**src/rtl/ctg_pkg.sv**
```systemverilog
// Shared constants and types for the clock timing generator.
// Assumes one 10 MHz system clock; oscillator clocks arrive as sampled levels.
// Operation
// Two-stage prescaler, 21-stage divider, cycle counters
// Stage-seven input chosen by mode and selects
// Clear chain on reset, STOP entry, exit
// Software keeps stage7 select low in single mode
// Stage7 select set only after slow oscillator stable
// Low-speed modes feed stage seven from slow clock
// Warm-up from normal feeds stage seven from six
// Machine cycle has four one-clock states
// Instructions last one to ten machine cycles
// Core and peripherals share main clock enable
// Provide main, divider, timer and warm-up clocks
// Two independent basic clocks feed everything
// Source select one picks slow clock
// Low-speed modes stop divider stages one-six
// Machine cycle is four basic clock periods
// Each stage halves its predecessor's rate
package ctg_pkg;
  localparam int PRESCALE_STAGES = 2;
  localparam int DIV_STAGES      = 21;
  localparam int STAGE7_IDX      = 6;   // Zero-based index of stage seven
  localparam int DVO_TAP_IDX     = 12;  // Stage tick that drives the divider output pulse
  localparam int STATES_PER_MC   = 4;
  localparam int MAX_INSN_CYCLES = 10;
  localparam logic [3:0] INSN_LEN_MIN = 4'h1;
  localparam logic [3:0] INSN_LEN_MAX = 4'hA;
  localparam logic [PRESCALE_STAGES-1:0] PRESCALE_RESET = '0;
  localparam logic [DIV_STAGES-1:0]      DIV_RESET      = '0;

  // Operating mode as reported by the mode controller
  typedef enum logic [2:0] {
    CTG_NORMAL = 3'h0,
    CTG_SLOW   = 3'h1,
    CTG_SLEEP  = 3'h3,
    CTG_IDLE   = 3'h2,
    CTG_STOP   = 3'h6,
    CTG_WARMUP = 3'h7
  } ctg_mode_e;

  // Machine cycle states, Gray coded
  typedef enum logic [1:0] {
    CTG_S0 = 2'h0,
    CTG_S1 = 2'h1,
    CTG_S2 = 2'h3,
    CTG_S3 = 2'h2
  } ctg_state_e;

  // Control inputs grouped together
  typedef struct packed {
    ctg_mode_e  mode;
    logic       dualClockMode;
    logic       mainClockSourceSelect;
    logic       stage7ClockSelect;
    logic       warmupFromNormal;
  } ctg_ctrl_s;

  // Clock enables handed to the core and peripherals
  typedef struct packed {
    logic                  mainClockTick;
    ctg_state_e            state;
    logic                  cycleEnd;
    logic                  insnEnd;
    logic [DIV_STAGES-1:0] dividerTaps;
  } ctg_out_s;
endpackage : ctg_pkg

```
**src/rtl/ctg_timing_gen.sv**
```systemverilog
// Timing generator top: prescaler, divider, main clock, machine cycles.
// Assumes both oscillator clocks arrive as slow square-wave levels on pins
// and a mode controller drives the control struct on the system clock.
// STOP entry and exit clear the chain, so the mode must be held
// for at least one clock on each side of STOP.
// Derived source clocks are one-cycle enables, not real clocks.
`timescale 1ns/100ps
`default_nettype none
module ctg_timing_gen import ctg_pkg::*; (
  input  wire logic       clock,
  input  wire logic       rst_b,
  input  wire logic       highFreqOscIn,
  input  wire logic       lowFreqOscIn,
  input  wire ctg_ctrl_s  ctrl,
  input  wire logic [3:0] insnLength,
  output ctg_out_s        timing,
  output logic            dividerOutputPulse,
  output logic            timeBaseClock,
  output logic            watchdogClock,
  output logic            timerSourceClock,
  output logic            warmupClock
);

  // Each oscillator pin is asynchronous to clock, so only a
  // single-cycle rising-edge tick ever reaches the chain.
  // Basic clock edges, synchronised
  logic fcTick;
  logic fsTick;

  ctg_edge_sync u_fc_sync (
    .clock     (clock),
    .rst_b     (rst_b),
    .asyncIn   (highFreqOscIn),
    .risePulse (fcTick)
  );


  // Slow oscillator uses the same three-flop filter
  ctg_edge_sync u_fs_sync (
    .clock     (clock),
    .rst_b     (rst_b),
    .asyncIn   (lowFreqOscIn),
    .risePulse (fsTick)
  );


  // The clear must cover the edge into and out of STOP, so the
  // registered level is compared with the present one.
  // STOP entry and exit detection
  logic stopLevel;
  logic stop_reg;
  logic stop_next;
  logic stopChange;


  // Level and change of the STOP request
  assign stopLevel  = (ctrl.mode == CTG_STOP);
  assign stopChange = stopLevel ^ stop_reg;


  // Next STOP level is the present one
  always_comb begin
    stop_next = stopLevel;
  end


  // Last cycle's STOP level
  always_ff @(posedge clock or negedge rst_b) begin
    if (!rst_b) begin
      stop_reg <= 1'b0;
    end else begin
      stop_reg <= stop_next;
    end
  end


  // A function keeps the low-speed decode in one place
  // Mode decode helper, used by several selections
  function automatic logic isLowSpeed(input ctg_mode_e m);
    return (m == CTG_SLOW) || (m == CTG_SLEEP);
  endfunction

  // Decoded mode and the chain clear
  logic lowSpeed;
  logic clearChain;
  assign lowSpeed   = isLowSpeed(ctrl.mode);
  assign clearChain = stopChange | stopLevel;


  // The prescaler only counts while the fast clock may reach the
  // chain; its carry is the first divider stage's input.
  // Clearing it with the divider keeps the stage phases aligned.
  // Two-stage prescaler on the high-frequency clock
  logic [PRESCALE_STAGES-1:0] pre_reg;
  logic [PRESCALE_STAGES-1:0] pre_next;
  logic                       preOut;
  logic                       fcGated;


  // Fast ticks are blocked in low-speed modes
  assign fcGated = fcTick & ~lowSpeed;
  assign preOut  = fcGated & (&pre_reg);


  // Count fast ticks; clearing wins over counting
  always_comb begin
    if (clearChain) begin
      pre_next = PRESCALE_RESET;
    end else if (fcGated) begin
      pre_next = pre_reg + 2'h1;
    end else begin
      pre_next = pre_reg;
    end
  end


  // Prescaler register
  always_ff @(posedge clock or negedge rst_b) begin
    if (!rst_b) begin
      pre_reg <= PRESCALE_RESET;
    end else begin
      pre_reg <= pre_next;
    end
  end


  // Priority: low-speed modes, then warm-up from normal, then the select
  // bit, which is honoured only in dual clock mode.
  // Divider input routing, stage seven by mode and select bits
  logic [DIV_STAGES-1:0] divBits;
  logic [DIV_STAGES-1:0] divTick;
  logic [DIV_STAGES-1:0] stageIn;
  logic                  stage7Src;

  always_comb begin
    if (lowSpeed) begin
      stage7Src = fsTick;
    end else if (ctrl.mode == CTG_WARMUP && ctrl.warmupFromNormal) begin
      stage7Src = divTick[STAGE7_IDX-1];
    end else if (ctrl.stage7ClockSelect && ctrl.dualClockMode) begin
      stage7Src = fsTick;
    end else begin
      stage7Src = divTick[STAGE7_IDX-1];
    end
  end


  // Stage inputs: prescaler carry, then ripple of ticks
  always_comb begin
    stageIn = '0;
    stageIn[0] = preOut & ~lowSpeed;
    for (int k = 1; k < DIV_STAGES; k++) begin
      stageIn[k] = (k == STAGE7_IDX) ? stage7Src : divTick[k-1];
    end
  end


  // Ripple chain of enable-driven stages
  ctg_divider u_div (
    .clock   (clock),
    .rst_b   (rst_b),
    .clear   (clearChain),
    .stageIn (stageIn),
    .bits    (divBits),
    .tick    (divTick)
  );


  // Ticks are suppressed in STOP so the machine cycle freezes
  // together with the oscillators.
  // Main system clock tick: fc or fs by the source select
  logic mainTick;
  assign mainTick = ~stopLevel &
                    (ctrl.mainClockSourceSelect ? fsTick : fcTick);


  // Sequencer state and machine cycle count
  // Machine cycle state sequencer
  ctg_state_e state_reg;
  ctg_state_e state_next;
  logic [3:0] mc_reg;
  logic [3:0] mc_next;
  logic [3:0] lenClamped;
  logic       cycEnd;
  logic       insEnd;


  // Out-of-range lengths are clamped rather than refused, so a bad
  // length can never stall the instruction end pulse.
  always_comb begin
    if (insnLength < INSN_LEN_MIN) begin
      lenClamped = INSN_LEN_MIN;
    end else if (insnLength > INSN_LEN_MAX) begin
      lenClamped = INSN_LEN_MAX;
    end else begin
      lenClamped = insnLength;
    end
  end


  // Gray stepping, one state per main clock tick
  always_comb begin
    state_next = state_reg;
    cycEnd     = 1'b0;
    if (mainTick) begin
      unique case (state_reg)
        CTG_S0: state_next = CTG_S1;
        CTG_S1: state_next = CTG_S2;
        CTG_S2: state_next = CTG_S3;
        CTG_S3: begin
          state_next = CTG_S0;
          cycEnd     = 1'b1;
        end
      endcase
    end
  end


  // Counts machine cycles; instruction ends at the clamped length
  always_comb begin
    mc_next = mc_reg;
    insEnd  = 1'b0;
    if (cycEnd) begin
      if (mc_reg + 4'h1 >= lenClamped) begin
        mc_next = 4'h0;
        insEnd  = 1'b1;
      end else begin
        mc_next = mc_reg + 4'h1;
      end
    end
  end


  // Sequencer registers
  always_ff @(posedge clock or negedge rst_b) begin
    if (!rst_b) begin
      state_reg <= CTG_S0;
      mc_reg    <= 4'h0;
    end else begin
      state_reg <= state_next;
      mc_reg    <= mc_next;
    end
  end

  // Registered outputs for core, peripherals and derived clocks
  ctg_out_s timing_reg;
  ctg_out_s timing_next;
  logic     dvo_reg;
  logic     dvo_next;
  logic     tb_reg;
  logic     tb_next;
  logic     wd_reg;
  logic     wd_next;
  logic     tmr_reg;
  logic     tmr_next;
  logic     wu_reg;
  logic     wu_next;

  // Core and peripheral enables share one main tick
  always_comb begin
    timing_next.mainClockTick = mainTick;
    timing_next.state         = state_next;
    timing_next.cycleEnd      = cycEnd;
    timing_next.insnEnd       = insEnd;
    timing_next.dividerTaps   = divTick;
  end

  // Derived source clocks are single-cycle stage ticks
  always_comb begin
    dvo_next = divTick[DVO_TAP_IDX];  // Divider output pulse
    tb_next  = divTick[DIV_STAGES-1]; // Time base source
    wd_next  = divTick[DIV_STAGES-1]; // Watchdog source
    tmr_next = divTick[STAGE7_IDX];   // Timer/counter source
    wu_next  = divTick[DIV_STAGES-1]; // Warm-up count clock
  end

  // Every output leaves from a flip-flop
  always_ff @(posedge clock or negedge rst_b) begin
    if (!rst_b) begin
      timing_reg <= '0;
      dvo_reg    <= 1'b0;
      tb_reg     <= 1'b0;
      wd_reg     <= 1'b0;
      tmr_reg    <= 1'b0;
      wu_reg     <= 1'b0;
    end else begin
      timing_reg <= timing_next;
      dvo_reg    <= dvo_next;
      tb_reg     <= tb_next;
      wd_reg     <= wd_next;
      tmr_reg    <= tmr_next;
      wu_reg     <= wu_next;
    end
  end

  // Top-level outputs
  assign timing             = timing_reg;
  assign dividerOutputPulse = dvo_reg;
  assign timeBaseClock      = tb_reg;
  assign watchdogClock      = wd_reg;
  assign timerSourceClock   = tmr_reg;
  assign warmupClock        = wu_reg;
endmodule // ctg_timing_gen
`default_nettype wire

```
**src/rtl/ctg_edge_sync.sv**
```systemverilog
// Three-flop synchroniser producing a rising-edge pulse.
// Assumes the input is asynchronous to clock.
`timescale 1ns/100ps
`default_nettype none
module ctg_edge_sync import ctg_pkg::*; (
  input  wire logic clock,
  input  wire logic rst_b,
  input  wire logic asyncIn,
  output logic      risePulse
);
  logic [2:0] sync_reg;
  logic [2:0] sync_next;

  // Shift chain; first flop feeds only the second
  always_comb begin
    sync_next = {sync_reg[1:0], asyncIn};
  end

  always_ff @(posedge clock or negedge rst_b) begin
    if (!rst_b) begin
      sync_reg <= 3'h0;
    end else begin
      sync_reg <= sync_next;
    end
  end

  // Change counted once stages two and three disagree toward high
  assign risePulse = sync_reg[1] & ~sync_reg[2];
endmodule // ctg_edge_sync
`default_nettype wire

```
**src/rtl/ctg_divider.sv**
```systemverilog
// Enable-based binary divider chain with per-stage tick outputs.
// Assumes stage ticks are consumed as one-cycle enables on clock.
`timescale 1ns/100ps
`default_nettype none
module ctg_divider import ctg_pkg::*; #(
  parameter int N = DIV_STAGES
) (
  input  wire logic         clock,
  input  wire logic         rst_b,
  input  wire logic         clear,
  input  wire logic [N-1:0] stageIn,
  output logic [N-1:0]      bits,
  output logic [N-1:0]      tick
);
  logic [N-1:0] bits_reg;
  logic [N-1:0] bits_next;

  // Each stage toggles on its input tick; a falling output ticks the next
  genvar i;
  generate
    for (i = 0; i < N; i++) begin : g_stage
      always_comb begin
        bits_next[i] = clear ? 1'b0 : (bits_reg[i] ^ stageIn[i]);
      end
      assign tick[i] = ~clear & stageIn[i] & bits_reg[i];
    end
  endgenerate

  always_ff @(posedge clock or negedge rst_b) begin
    if (!rst_b) begin
      bits_reg <= '0;
    end else begin
      bits_reg <= bits_next;
    end
  end

  assign bits = bits_reg;
endmodule // ctg_divider
`default_nettype wire

```
**config.mk**
```make
export PLATFORM = sky130hd
export DESIGN_NAME = ctg_timing_gen
export DESIGN_NICKNAME = d
export VERILOG_FILES = /design/src/rtl/ctg_pkg.sv /design/src/rtl/ctg_timing_gen.sv /design/src/rtl/ctg_edge_sync.sv /design/src/rtl/ctg_divider.sv
export SDC_FILE = /design/constraint.sdc
export NUM_CORES = 1
export LEC_CHECK = 0
export BUFFER_PORTS_ARGS = -buffer_cell sky130_fd_sc_hd__buf_4
export CELL_PAD_IN_SITES_DETAIL_PLACEMENT = 0
export CELL_PAD_IN_SITES_GLOBAL_PLACEMENT = 1
export CORE_UTILIZATION = 43
export DETAILED_ROUTE_END_ITERATION = 8
export PLACE_DENSITY = 0.75
export SYNTH_ARGS = -nofsm -noshare
export SYNTH_HDL_FRONTEND = slang
export SYNTH_SLANG_ARGS = --single-unit
export TNS_END_PERCENT = 20
```
**constraint.sdc**
```tcl
create_clock -name clock -period 2.4 [get_ports clock]
set_input_delay 0 -clock clock [delete_from_list [all_inputs] [get_ports clock]]
set_output_delay 0 -clock clock [all_outputs]
set_load 0.005 [all_outputs]
```
==> flow_results.xml, run 1 <==
<?xml version="1.0" encoding="UTF-8"?>
<metrics>
  <group name="run_status">
    <metric name="run_status" unit="">complete, no violations</metric>
  </group>
  <group name="clock_tree">
    <metric name="clk_pin_slew" unit="ns">0.06</metric>
    <metric name="cts_post_setup_buffers_inserted" unit="">0</metric>
    <metric name="ctsResizeCount" unit="">0</metric>
    <metric name="tritoncts" unit="">done</metric>
    <metric name="tritoncts_num_sinks" unit="">60</metric>
    <metric name="cts-buffers-inserted" unit="">9</metric>
    <metric name="cts_root_buffer" unit="">sky130_fd_sc_hd__clkbuf_8</metric>
    <metric name="clkLatencyLatePin" unit="ns">0.34</metric>
    <metric name="hold_buffer_count_at_cts" unit="">3</metric>
    <metric name="cts_htree_levels" unit="">3</metric>
    <metric name="clock_tree.buffer_depth" unit="">2</metric>
  </group>
  <group name="die">
    <metric name="floorplan.rows" unit="">28</metric>
    <metric name="initial_utilization" unit="">0.450</metric>
    <metric name="fp.dieH" unit="um">81.0</metric>
    <metric name="ios" unit="">46</metric>
    <metric name="core_area" unit="um2">5960</metric>
    <metric name="die-width" unit="um">81.0</metric>
    <metric name="dieArea" unit="um2">6560</metric>
  </group>
  <group name="routing">
    <metric name="firstDrtPassIters" unit="">4</metric>
    <metric name="drt-vias-per-instance" unit="">5.08</metric>
    <metric name="avgRoutedWirePerCell" unit="um">13.1</metric>
    <metric name="drt_drc_violations_left" unit="">0</metric>
    <metric name="detailedRoute.firstIterationViolations" unit="">73</metric>
    <metric name="drt_wl_total" unit="mm">5.14</metric>
    <metric name="drt.antenna.violating_nets" unit="">0</metric>
    <metric name="dr_vias" unit="">1995</metric>
  </group>
  <group name="critical_path">
    <metric name="timing.setup.critical_path_class" unit="">reg -&gt; reg</metric>
    <metric name="critPathMaxStageDelay" unit="ns">0.62</metric>
    <metric name="path_cells" unit="">and2b_1 &gt; nand3_1 &gt; or4_1 &gt; buf_4 &gt; a2111o_1 &gt; o21ai_1</metric>
    <metric name="critPathCaptureType" unit="">flop</metric>
    <metric name="cp_data_required_time" unit="ns">2.66</metric>
    <metric name="critical_path_buf_inv_count" unit="">1</metric>
    <metric name="worst_path_dominant_cell_family" unit="">simple AND/OR/NAND/NOR gates</metric>
    <metric name="critical_path.startpoint_type" unit="">flop</metric>
    <metric name="critical_path.slowest_cell" unit="">sky130_fd_sc_hd__or4_1</metric>
    <metric name="maximum_fanout_count_along_the_critical_path" unit="">14</metric>
    <metric name="timing.critical_path.arrival" unit="ns">2.44</metric>
  </group>
  <group name="global_routing">
    <metric name="first_global_vias" unit="">1974</metric>
    <metric name="globalRoute.totalOverflow" unit="">0</metric>
    <metric name="antenna_found_initial" unit="">0</metric>
    <metric name="grt_usage" unit="">0.183</metric>
    <metric name="grt_first_pass_wirelength" unit="mm">8.79</metric>
    <metric name="grt_start_max_net_pins" unit="">61</metric>
  </group>
  <group name="cells_and_area">
    <metric name="n_antenna_cell" unit="">0</metric>
    <metric name="design.final.nets" unit="">335</metric>
    <metric name="area_growth_syn_to_fin" unit="%">23.0</metric>
    <metric name="layout_cell_share_with_drive_strength_beyond_1" unit="">0.233</metric>
    <metric name="flip_flop_count_of_the_largest_register_after_layout" unit="">26</metric>
    <metric name="design_area" unit="um2">3300</metric>
  </group>
  <group name="power_and_ir_drop">
    <metric name="power.density" unit="nW/um2">685</metric>
    <metric name="static-leakage-power" unit="nW">1.57</metric>
    <metric name="post-layout-total-power" unit="mW">2.26</metric>
    <metric name="vdd_ir_drop_max" unit="V">0.000508</metric>
  </group>
  <group name="logic_synthesis">
    <metric name="synth_ff_type" unit="">sky130_fd_sc_hd__dfrtp_1</metric>
    <metric name="netlist_area" unit="um2">2680</metric>
    <metric name="synth_nets" unit="">285</metric>
    <metric name="syn_inst" unit="">264</metric>
    <metric name="synth_edf_count" unit="">0</metric>
    <metric name="asyncSetResetFlopFracSynth" unit="">1.00</metric>
    <metric name="synth_seq_area_share" unit="">0.560</metric>
    <metric name="yosysWarnings" unit="">0</metric>
    <metric name="postSynthAreaPerCell" unit="um2">10.2</metric>
    <metric name="postSynthRegisterBits" unit="">60</metric>
    <metric name="post_synth_num_cell_types" unit="">45</metric>
  </group>
  <group name="timing">
    <metric name="worst-slew-pin-transition" unit="ns">0.730</metric>
    <metric name="timing_hold_violations_final" unit="">0</metric>
    <metric name="timing.final.crit_share" unit="">0.910</metric>
    <metric name="max_slew_margin" unit="">0.513</metric>
    <metric name="timing.final.crit_period" unit="ns">2.19</metric>
    <metric name="fmaxAchievable" unit="MHz">458</metric>
    <metric name="final-setup-viol-count" unit="">0</metric>
    <metric name="final_max_tran_viols" unit="">0</metric>
    <metric name="setup-tns-final" unit="ns">0</metric>
    <metric name="setup_repair_after_global_routing_missed_its_margin" unit="">no</metric>
    <metric name="fin_skew" unit="ns">0.00468</metric>
  </group>
  <group name="place">
    <metric name="detailed_place.area" unit="um2">3080</metric>
    <metric name="routabilityCongestion" unit="">0.734</metric>
    <metric name="detailedPlacementHpwl" unit="mm">3.51</metric>
    <metric name="place.port_buffers" unit="">45</metric>
  </group>
  <group name="run">
    <metric name="timing.max_cap.violations" unit="">0</metric>
  </group>
  <group name="min_path">
    <metric name="min_path_type" unit="">in -&gt; reg</metric>
  </group>
</metrics>
[routing by layer]
layer | vias to the layer above | wire [um] | global-route usage
met1 | 948 | 2440 | 0.221
li1 | 1002 | - | -
met4 | 0 | 72 | 0.0911
met2 | 38 | 2430 | 0.294
met5 | - | 0 | 0
met3 | 7 | 194 | 0.0573
[layout by cell type, fill, tap and decap left out, types with 2 or more instances in the layout]
master / Yosys / final
sky130_fd_sc_hd__inv_1: 11 / 11
sky130_fd_sc_hd__clkbuf_8: 0 / 13
sky130_fd_sc_hd__dfrtp_1: 60 / 60
sky130_fd_sc_hd__o21ai_1: 10 / 10
sky130_fd_sc_hd__dlygate4sd3_1: 0 / 3
sky130_fd_sc_hd__a2111o_1: 6 / 6
sky130_fd_sc_hd__xor2_1: 3 / 3
sky130_fd_sc_hd__nor2_1: 31 / 31
sky130_fd_sc_hd__o21ai_0: 3 / 3
sky130_fd_sc_hd__nor4_2: 2 / 2
sky130_fd_sc_hd__nand3_1: 10 / 10
sky130_fd_sc_hd__ha_1: 6 / 6
sky130_fd_sc_hd__buf_4: 5 / 51
sky130_fd_sc_hd__a21oi_1: 12 / 12
sky130_fd_sc_hd__or3b_1: 2 / 2
sky130_fd_sc_hd__nand4_1: 6 / 6
sky130_fd_sc_hd__xnor2_1: 6 / 6
sky130_fd_sc_hd__nor3_1: 7 / 7
sky130_fd_sc_hd__or3_1: 3 / 3
sky130_fd_sc_hd__a21oi_2: 3 / 3
sky130_fd_sc_hd__and2_1: 2 / 2
sky130_fd_sc_hd__nand2_1: 35 / 35
sky130_fd_sc_hd__nand2b_1: 2 / 2
sky130_fd_sc_hd__and3_1: 4 / 4
sky130_fd_sc_hd__mux2i_1: 5 / 5
[report_power, final]
part / switching [mW] / internal, mW / leakage, nW
Sequential: 0.0515 / 1.07 / 0.812
Clock: 0.372 / 0.481 / 0.0986
Combinational: 0.155 / 0.131 / 0.655
Total: 0.579 / 1.68 / 1.57
[worst paths after layout]
path,start,endpoint,slack [ns],depth (start not counted)
setup reg to reg,u_fc_sync.sync_reg[2],u_div.bits[14],0.21,6
max in group asynchronous,rst_b,u_div.bits[6],1.65,2
min in group asynchronous,rst_b,timing[18],0.28,2
hold reg to reg,u_fc_sync.sync_reg[0],u_fc_sync.sync_reg[1],0.35,0
setup / recovery,u_fc_sync.sync_reg[2],u_div.bits[14],0.21,6
hold / removal,ctrl[4],stop_reg,0.05,2
[area by class of cell]
cell class,instances,area (um2)
Clock buffer,14,183
Clock inverter,1,5.00
Fill cell,553,2660
Inverter,12,45.0
Multi-Input combinational cell,177,1060
Sequential cell,60,1500
Tap cell,75,93.8
Timing Repair Buffer,54,413
[synthesized netlist by cell type, types with 4 or more instances]
library cell                n  share of area
sky130_fd_sc_hd__a2111o_1   6          0.025
sky130_fd_sc_hd__a21oi_1   12          0.022
sky130_fd_sc_hd__and3_1     4         0.0093
sky130_fd_sc_hd__buf_4      5          0.014
sky130_fd_sc_hd__clkbuf_1   8          0.011
sky130_fd_sc_hd__dfrtp_1   60           0.56
sky130_fd_sc_hd__ha_1       6          0.028
sky130_fd_sc_hd__inv_1     11          0.015
sky130_fd_sc_hd__mux2i_1    5          0.019
sky130_fd_sc_hd__nand2_1   35          0.049
sky130_fd_sc_hd__nand3_1   10          0.019
sky130_fd_sc_hd__nand4_1    6          0.014
sky130_fd_sc_hd__nor2_1    31          0.043
sky130_fd_sc_hd__nor3_1     7          0.013
sky130_fd_sc_hd__o21ai_1   10          0.019
sky130_fd_sc_hd__xnor2_1    6          0.020
[worst reg2reg max path, stage by stage, from the launching register on]
cell	delay [ns]
sky130_fd_sc_hd__dfrtp_1	0.37
sky130_fd_sc_hd__and2b_1	0.23
sky130_fd_sc_hd__nand3_1	0.15
sky130_fd_sc_hd__or4_1	0.62
sky130_fd_sc_hd__buf_4	0.23
sky130_fd_sc_hd__a2111o_1	0.41
sky130_fd_sc_hd__o21ai_1	0.09
[cell families (layout without fill, tap and decap cells)]
| logic type | count (synthesis) | in the layout | share of synthesized area |
|---|---|---|---|
| and+or+nand+nor | 115 | 115 | 0.211 |
| DFF | 60 | 60 | 0.560 |
| AOI/OAI and AO/OA | 39 | 39 | 0.0952 |
| buffers and inverters | 27 | 81 | 0.0457 |
| xor gates and xnor gates | 9 | 9 | 0.0294 |
| adders and majority gates | 7 | 7 | 0.0317 |
| muxes | 7 | 7 | 0.0271 |
[per-stage QoR]
step	std cells	hold slack (ns)	util	setup slack (ns)
2_1_floorplan	264	-0.296	-	0.443
3_3_place_gp	375	0.109	0.517	0.291
3_5_place_dp	375	0.110	0.517	0.234
4_1_cts	393	0.0398	0.554	0.226
5_1_grt	393	0.0522	0.554	0.105
6_report	393	0.0466	0.554	0.215
Power figures use the tool's default switching activity.
==> inputs of run 2 (changes only) <==
Settings changed: MAX_ROUTING_LAYER set to met4.
==> flow_results.xml, run 2 (synthesized netlist as in run 1, its figures left out) <==
<?xml version="1.0" encoding="UTF-8"?>
<metrics>
  <group name="critical_path">
    <metric name="timing.setup.critical_path_class" unit="">reg -&gt; reg</metric>
    <metric name="worstSetupEndpoint" unit="">u_div.bits[13]</metric>
    <metric name="timing.reg2reg.setup_slack" unit="ns">0.23</metric>
    <metric name="ff2ff_path_depth" unit="">6</metric>
    <metric name="critical_path_buf_inv_count" unit="">1</metric>
    <metric name="worst_path_dominant_cell_family" unit="">simple AND/OR/NAND/NOR gates</metric>
    <metric name="cp.depth" unit="">6</metric>
    <metric name="rr_endpoint" unit="">u_div.bits[13]</metric>
    <metric name="worstReg2RegStart" unit="">u_fc_sync.sync_reg[2]</metric>
    <metric name="path_cells" unit="">and2b_1 &gt; nand3_1 &gt; or4_1 &gt; buf_4 &gt; a2111o_1 &gt; o21ai_1</metric>
    <metric name="timing.critical_path.from" unit="">u_fc_sync.sync_reg[2]</metric>
    <metric name="critPathCaptureType" unit="">flop</metric>
    <metric name="critical_path.slowest_cell" unit="">sky130_fd_sc_hd__or4_1</metric>
    <metric name="critical_path.startpoint_type" unit="">flop</metric>
    <metric name="critPathMaxStageDelay" unit="ns">0.62</metric>
    <metric name="cp_data_required_time" unit="ns">2.66</metric>
    <metric name="maximum_fanout_count_along_the_critical_path" unit="">14</metric>
    <metric name="timing.critical_path.arrival" unit="ns">2.44</metric>
  </group>
  <group name="clock_tree">
    <metric name="cts_root_buffer" unit="">sky130_fd_sc_hd__clkbuf_8</metric>
    <metric name="clkLatencyLatePin" unit="ns">0.34</metric>
    <metric name="tritoncts_num_sinks" unit="">60</metric>
    <metric name="cts_post_setup_buffers_inserted" unit="">0</metric>
    <metric name="clock_tree.buffer_depth" unit="">2</metric>
    <metric name="tritoncts" unit="">done</metric>
    <metric name="cts-buffers-inserted" unit="">9</metric>
    <metric name="cts_htree_levels" unit="">3</metric>
    <metric name="clk_pin_slew" unit="ns">0.06</metric>
  </group>
  <group name="global_routing">
    <metric name="grt_first_pass_wirelength" unit="mm">8.79</metric>
    <metric name="grt_start_max_net_pins" unit="">61</metric>
    <metric name="grt_usage" unit="">0.188</metric>
    <metric name="first_global_vias" unit="">1969</metric>
    <metric name="globalRoute.totalOverflow" unit="">0</metric>
    <metric name="antenna_found_initial" unit="">0</metric>
  </group>
  <group name="timing">
    <metric name="fmaxAchievable" unit="MHz">460</metric>
    <metric name="max_slew_margin" unit="">0.515</metric>
    <metric name="timing_hold_violations_final" unit="">0</metric>
    <metric name="timing.final.crit_period" unit="ns">2.17</metric>
    <metric name="worst-slew-pin-transition" unit="ns">0.728</metric>
    <metric name="timing.final.crit_share" unit="">0.906</metric>
    <metric name="setup-tns-final" unit="ns">0</metric>
    <metric name="setup_ws" unit="ns">0.226</metric>
    <metric name="final-setup-viol-count" unit="">0</metric>
    <metric name="fin_skew" unit="ns">0.00568</metric>
    <metric name="setup_repair_after_global_routing_missed_its_margin" unit="">no</metric>
    <metric name="final_max_tran_viols" unit="">0</metric>
  </group>
  <group name="routing">
    <metric name="firstDrtPassIters" unit="">4</metric>
    <metric name="dr_vias" unit="">1979</metric>
    <metric name="drt.antenna.violating_nets" unit="">0</metric>
    <metric name="detailedRoute.firstIterationViolations" unit="">88</metric>
    <metric name="avgRoutedWirePerCell" unit="um">13.0</metric>
    <metric name="drt_wl_total" unit="mm">5.12</metric>
    <metric name="drt_drc_violations_left" unit="">0</metric>
    <metric name="drt-vias-per-instance" unit="">5.04</metric>
  </group>
  <group name="cells_and_area">
    <metric name="n_antenna_cell" unit="">0</metric>
    <metric name="layout_cell_share_with_drive_strength_beyond_1" unit="">0.233</metric>
    <metric name="design.final.nets" unit="">335</metric>
    <metric name="multiInputGateArea" unit="um2">1060</metric>
    <metric name="layout.cells.most_common_list" unit="">60 x sky130_fd_sc_hd__dfrtp_1, 51 x sky130_fd_sc_hd__buf_4, 35 x sky130_fd_sc_hd__nand2_1</metric>
    <metric name="layout_commonest_cell" unit="">sky130_fd_sc_hd__dfrtp_1</metric>
    <metric name="flip_flop_count_of_the_largest_register_after_layout" unit="">26</metric>
    <metric name="area.sequential" unit="um2">1500</metric>
    <metric name="layout_filler_cell_count" unit="">553</metric>
    <metric name="area_growth_syn_to_fin" unit="%">23.0</metric>
  </group>
  <group name="run_status">
    <metric name="run_status" unit="">complete, no violations</metric>
  </group>
  <group name="die">
    <metric name="initial_utilization" unit="">0.450</metric>
    <metric name="fp.dieH" unit="um">81.0</metric>
    <metric name="floorplan.rows" unit="">28</metric>
    <metric name="core_area" unit="um2">5960</metric>
    <metric name="die-width" unit="um">81.0</metric>
    <metric name="dieArea" unit="um2">6560</metric>
    <metric name="ios" unit="">46</metric>
  </group>
  <group name="place">
    <metric name="routabilityCongestion" unit="">0.743</metric>
    <metric name="detailedPlacementHpwl" unit="mm">3.51</metric>
    <metric name="place.port_buffers" unit="">45</metric>
    <metric name="worst_slack_at_placement" unit="ns">0.234</metric>
  </group>
  <group name="run">
    <metric name="timing.max_cap.violations" unit="">0</metric>
  </group>
  <group name="power_and_ir_drop">
    <metric name="post-layout-total-power" unit="mW">2.26</metric>
    <metric name="vdd_ir_drop_max" unit="V">0.000504</metric>
    <metric name="power.density" unit="nW/um2">685</metric>
    <metric name="static-leakage-power" unit="nW">1.57</metric>
  </group>
  <group name="min_path">
    <metric name="min_path_type" unit="">in -&gt; reg</metric>
  </group>
</metrics>
-- run 2: how the worst min path moves through the flow --
stage,from,depth (start not counted),end
after detailed placement,lowFreqOscIn,1,u_fs_sync.sync_reg[0]
final,ctrl[4],2,stop_reg
after global placement,lowFreqOscIn,1,u_fs_sync.sync_reg[0]
after floorplan,rst_b,0,mc_reg[0]
after CTS,ctrl[4],2,stop_reg
after global routing,ctrl[4],2,stop_reg
-- run 2: timing repair --
action | in CTS | in global routing
gates resized for setup | 0 | 0
hold buffers | 3 | 0
endpoints found under the hold margin | 62 | 0
-- run 2: cell type report --
| class | instances | share of cell area |
|---|---|---|
| clock buffers | 14 | 0.0554 |
| inverters | 12 | 0.0137 |
| well taps | 75 | 0.0284 |
| clock inverters | 1 | 0.00152 |
| flip-flops and latches | 60 | 0.455 |
| multi-input cells | 177 | 0.321 |
| repair buffers | 54 | 0.125 |
-- run 2: power by group --
part / internal (mW) / switching [mW] / total, mW
Clock: 0.481 / 0.372 / 0.853
Combinational: 0.131 / 0.155 / 0.287
Sequential: 1.07 / 0.0522 / 1.12
-- run 2: per-stage QoR --
| stage | hold WS, ns | cell area (um2) | util | cells |
|---|---|---|---|---|
| finish | 0.0472 | 3300 | 0.554 | 393 |
| global route | 0.0522 | 3300 | 0.554 | 393 |
| CTS | 0.0398 | 3300 | 0.554 | 393 |
| detailed placement | 0.110 | 3080 | 0.517 | 375 |
| global placement | 0.109 | 3080 | 0.517 | 375 |
| floorplan | -0.296 | 2680 | - | 264 |
-- run 2: layer usage --
metal  global-route usage  vias up  share of wire
met3               0.0573        8          0.039
met5                    -        -              0
li1                     -     1002              -
met4               0.0911        0          0.017
met1                0.222      930           0.47
met2                0.293       39           0.47
==> inputs of run 3 (changes only) <==
Settings changed: CORE_ASPECT_RATIO set to 0.75.
==> flow_results.xml, run 3 (synthesized netlist as in run 1, its figures left out) <==
<?xml version="1.0" encoding="UTF-8"?>
<metrics>
  <group name="timing">
    <metric name="setup_ws" unit="ns">0.113</metric>
    <metric name="fin_skew" unit="ns">0.00849</metric>
    <metric name="finalHoldWorstSlack" unit="ns">0.0311</metric>
    <metric name="final-setup-viol-count" unit="">0</metric>
    <metric name="setup-tns-final" unit="ns">0</metric>
    <metric name="worst-slew-pin-transition" unit="ns">0.763</metric>
    <metric name="setup_repair_after_global_routing_missed_its_margin" unit="">no</metric>
    <metric name="timing_hold_violations_final" unit="">0</metric>
    <metric name="final_max_tran_viols" unit="">0</metric>
    <metric name="timing.final.crit_share" unit="">0.953</metric>
    <metric name="fmaxAchievable" unit="MHz">437</metric>
    <metric name="timing.final.crit_period" unit="ns">2.29</metric>
    <metric name="max_slew_margin" unit="">0.492</metric>
  </group>
  <group name="routing">
    <metric name="drt-vias-per-instance" unit="">5.02</metric>
    <metric name="firstDrtPassIters" unit="">4</metric>
    <metric name="dr_vias" unit="">1992</metric>
    <metric name="avgRoutedWirePerCell" unit="um">13.4</metric>
    <metric name="top_layer_used" unit="">met4</metric>
    <metric name="drt_drc_violations_left" unit="">0</metric>
    <metric name="drt_wl_total" unit="mm">5.30</metric>
    <metric name="met1_routed_length" unit="mm">2.63</metric>
    <metric name="detailroute.wirelength.met3" unit="um">254</metric>
    <metric name="detailedRoute.firstIterationViolations" unit="">139</metric>
    <metric name="wl_met2" unit="mm">2.35</metric>
    <metric name="drt.antenna.violating_nets" unit="">0</metric>
  </group>
  <group name="power_and_ir_drop">
    <metric name="vdd_ir_drop_max" unit="V">0.000436</metric>
    <metric name="power.density" unit="nW/um2">705</metric>
    <metric name="post-layout-total-power" unit="mW">2.34</metric>
    <metric name="static-leakage-power" unit="nW">1.57</metric>
  </group>
  <group name="global_routing">
    <metric name="grt_first_pass_wirelength" unit="mm">9.29</metric>
    <metric name="grt_start_max_net_pins" unit="">61</metric>
    <metric name="grt_usage" unit="">0.195</metric>
    <metric name="first_global_vias" unit="">1995</metric>
    <metric name="globalRoute.totalOverflow" unit="">0</metric>
    <metric name="antenna_found_initial" unit="">0</metric>
  </group>
  <group name="cells_and_area">
    <metric name="design.final.nets" unit="">335</metric>
    <metric name="layout_cell_share_with_drive_strength_beyond_1" unit="">0.235</metric>
    <metric name="flip_flop_count_of_the_largest_register_after_layout" unit="">26</metric>
    <metric name="final_cell_count_no_fill" unit="">397</metric>
    <metric name="layout.cells.most_common_list" unit="">60 x sky130_fd_sc_hd__dfrtp_1, 51 x sky130_fd_sc_hd__buf_4, 35 x sky130_fd_sc_hd__nand2_1</metric>
    <metric name="layout_commonest_cell" unit="">sky130_fd_sc_hd__dfrtp_1</metric>
    <metric name="area_growth_syn_to_fin" unit="%">23.7</metric>
    <metric name="design_area" unit="um2">3320</metric>
    <metric name="final_util" unit="">0.561</metric>
    <metric name="n_antenna_cell" unit="">0</metric>
  </group>
  <group name="die">
    <metric name="die-width" unit="um">93.2</metric>
    <metric name="initial_utilization" unit="">0.453</metric>
    <metric name="fp.dieH" unit="um">70.4</metric>
    <metric name="ios" unit="">46</metric>
    <metric name="core_area" unit="um2">5920</metric>
    <metric name="floorplan.rows" unit="">24</metric>
    <metric name="dieArea" unit="um2">6560</metric>
  </group>
  <group name="critical_path">
    <metric name="cp_data_required_time" unit="ns">2.66</metric>
    <metric name="path_cells" unit="">and2b_1 &gt; nand3_1 &gt; or4_1 &gt; buf_4 &gt; a21oi_2 &gt; mux2i_1</metric>
    <metric name="timing.setup.critical_path_class" unit="">reg -&gt; reg</metric>
    <metric name="maximum_fanout_count_along_the_critical_path" unit="">13</metric>
    <metric name="critical_path.startpoint_type" unit="">flop</metric>
    <metric name="critical_path.slowest_cell" unit="">sky130_fd_sc_hd__or4_1</metric>
    <metric name="timing.critical_path.arrival" unit="ns">2.54</metric>
    <metric name="critPathCaptureType" unit="">flop</metric>
    <metric name="critPathMaxStageDelay" unit="ns">0.82</metric>
  </group>
  <group name="place">
    <metric name="routabilityCongestion" unit="">0.791</metric>
    <metric name="detailedPlacementHpwl" unit="mm">3.57</metric>
    <metric name="place.port_buffers" unit="">45</metric>
    <metric name="worst_slack_at_placement" unit="ns">0.142</metric>
    <metric name="detailed_place.area" unit="um2">3090</metric>
    <metric name="placed_cells" unit="">378</metric>
  </group>
  <group name="clock_tree">
    <metric name="ctsResizeCount" unit="">0</metric>
    <metric name="clk_pin_slew" unit="ns">0.07</metric>
    <metric name="clkLatencyLatePin" unit="ns">0.34</metric>
    <metric name="clock_tree.buffer_depth" unit="">2</metric>
    <metric name="tritoncts_num_sinks" unit="">60</metric>
    <metric name="tritoncts" unit="">done</metric>
    <metric name="cts_root_buffer" unit="">sky130_fd_sc_hd__clkbuf_8</metric>
    <metric name="cts_htree_levels" unit="">3</metric>
    <metric name="cts-buffers-inserted" unit="">9</metric>
  </group>
  <group name="run_status">
    <metric name="run_status" unit="">complete, no violations</metric>
  </group>
  <group name="min_path">
    <metric name="min_path_type" unit="">in -&gt; reg</metric>
  </group>
  <group name="run">
    <metric name="timing.max_cap.violations" unit="">0</metric>
  </group>
</metrics>
-- run 3: cell count changes in the layout (fill, tap and decap cells not counted), sizes merged --
cell	delta
clkbuf	-2
bufinv	+1
clkinv	+1
clkinvlp	+1
-- run 3: per-layer routing --
layer,vias up,track usage
li1,1002,-
met1,937,0.253
met2,47,0.279
met3,6,0.0752
met4,0,0.0667
met5,-,-
-- run 3: worst paths after layout --
check / endpoint / cells past startpoint / slack, ns / startpoint
setup / recovery: u_div.bits[16] / 6 / 0.11 / u_fc_sync.sync_reg[2]
hold / removal: stop_reg / 2 / 0.03 / ctrl[4]
setup reg to reg: u_div.bits[16] / 6 / 0.11 / u_fc_sync.sync_reg[2]
hold reg to reg: u_fc_sync.sync_reg[1] / 0 / 0.36 / u_fc_sync.sync_reg[0]
max in group asynchronous: u_fc_sync.sync_reg[2] / 2 / 1.62 / rst_b
min in group asynchronous: timing[0] / 2 / 0.26 / rst_b
-- run 3: final cells by class --
class	count	area, um2
fill	506	2600
sequential	60	1500
multi-input combinational	177	1060
timing repair buffer	54	413
clock buffer	12	155
tap	78	97.6
clock inverter	4	47.5
inverter	12	45.0
-- run 3: timing repair --
| item | in CTS | in global routing |
|---|---|---|
| buffers inserted | 0 | 0 |
| endpoints found under the hold margin | 62 | 0 |
| endpoints found under the setup margin | 0 | 0 |
| hold buffers | 3 | 0 |
-- run 3: worst max-delay path, delay by kind of cell, from the launching register on --
| kind | cells | cell delay, ns |
|---|---|---|
| and+or+nand+nor | 3 | 1.21 |
| muxes | 1 | 0.20 |
| buffers and inverters | 1 | 0.28 |
| DFF | 1 | 0.36 |
| AOI/OAI and AO/OA | 1 | 0.16 |
-- run 3: report_power, final --
part / total (mW) / internal (mW) / switching (mW)
logic: 0.293 / 0.133 / 0.160
clock network: 0.927 / 0.533 / 0.394
registers: 1.12 / 1.07 / 0.0508
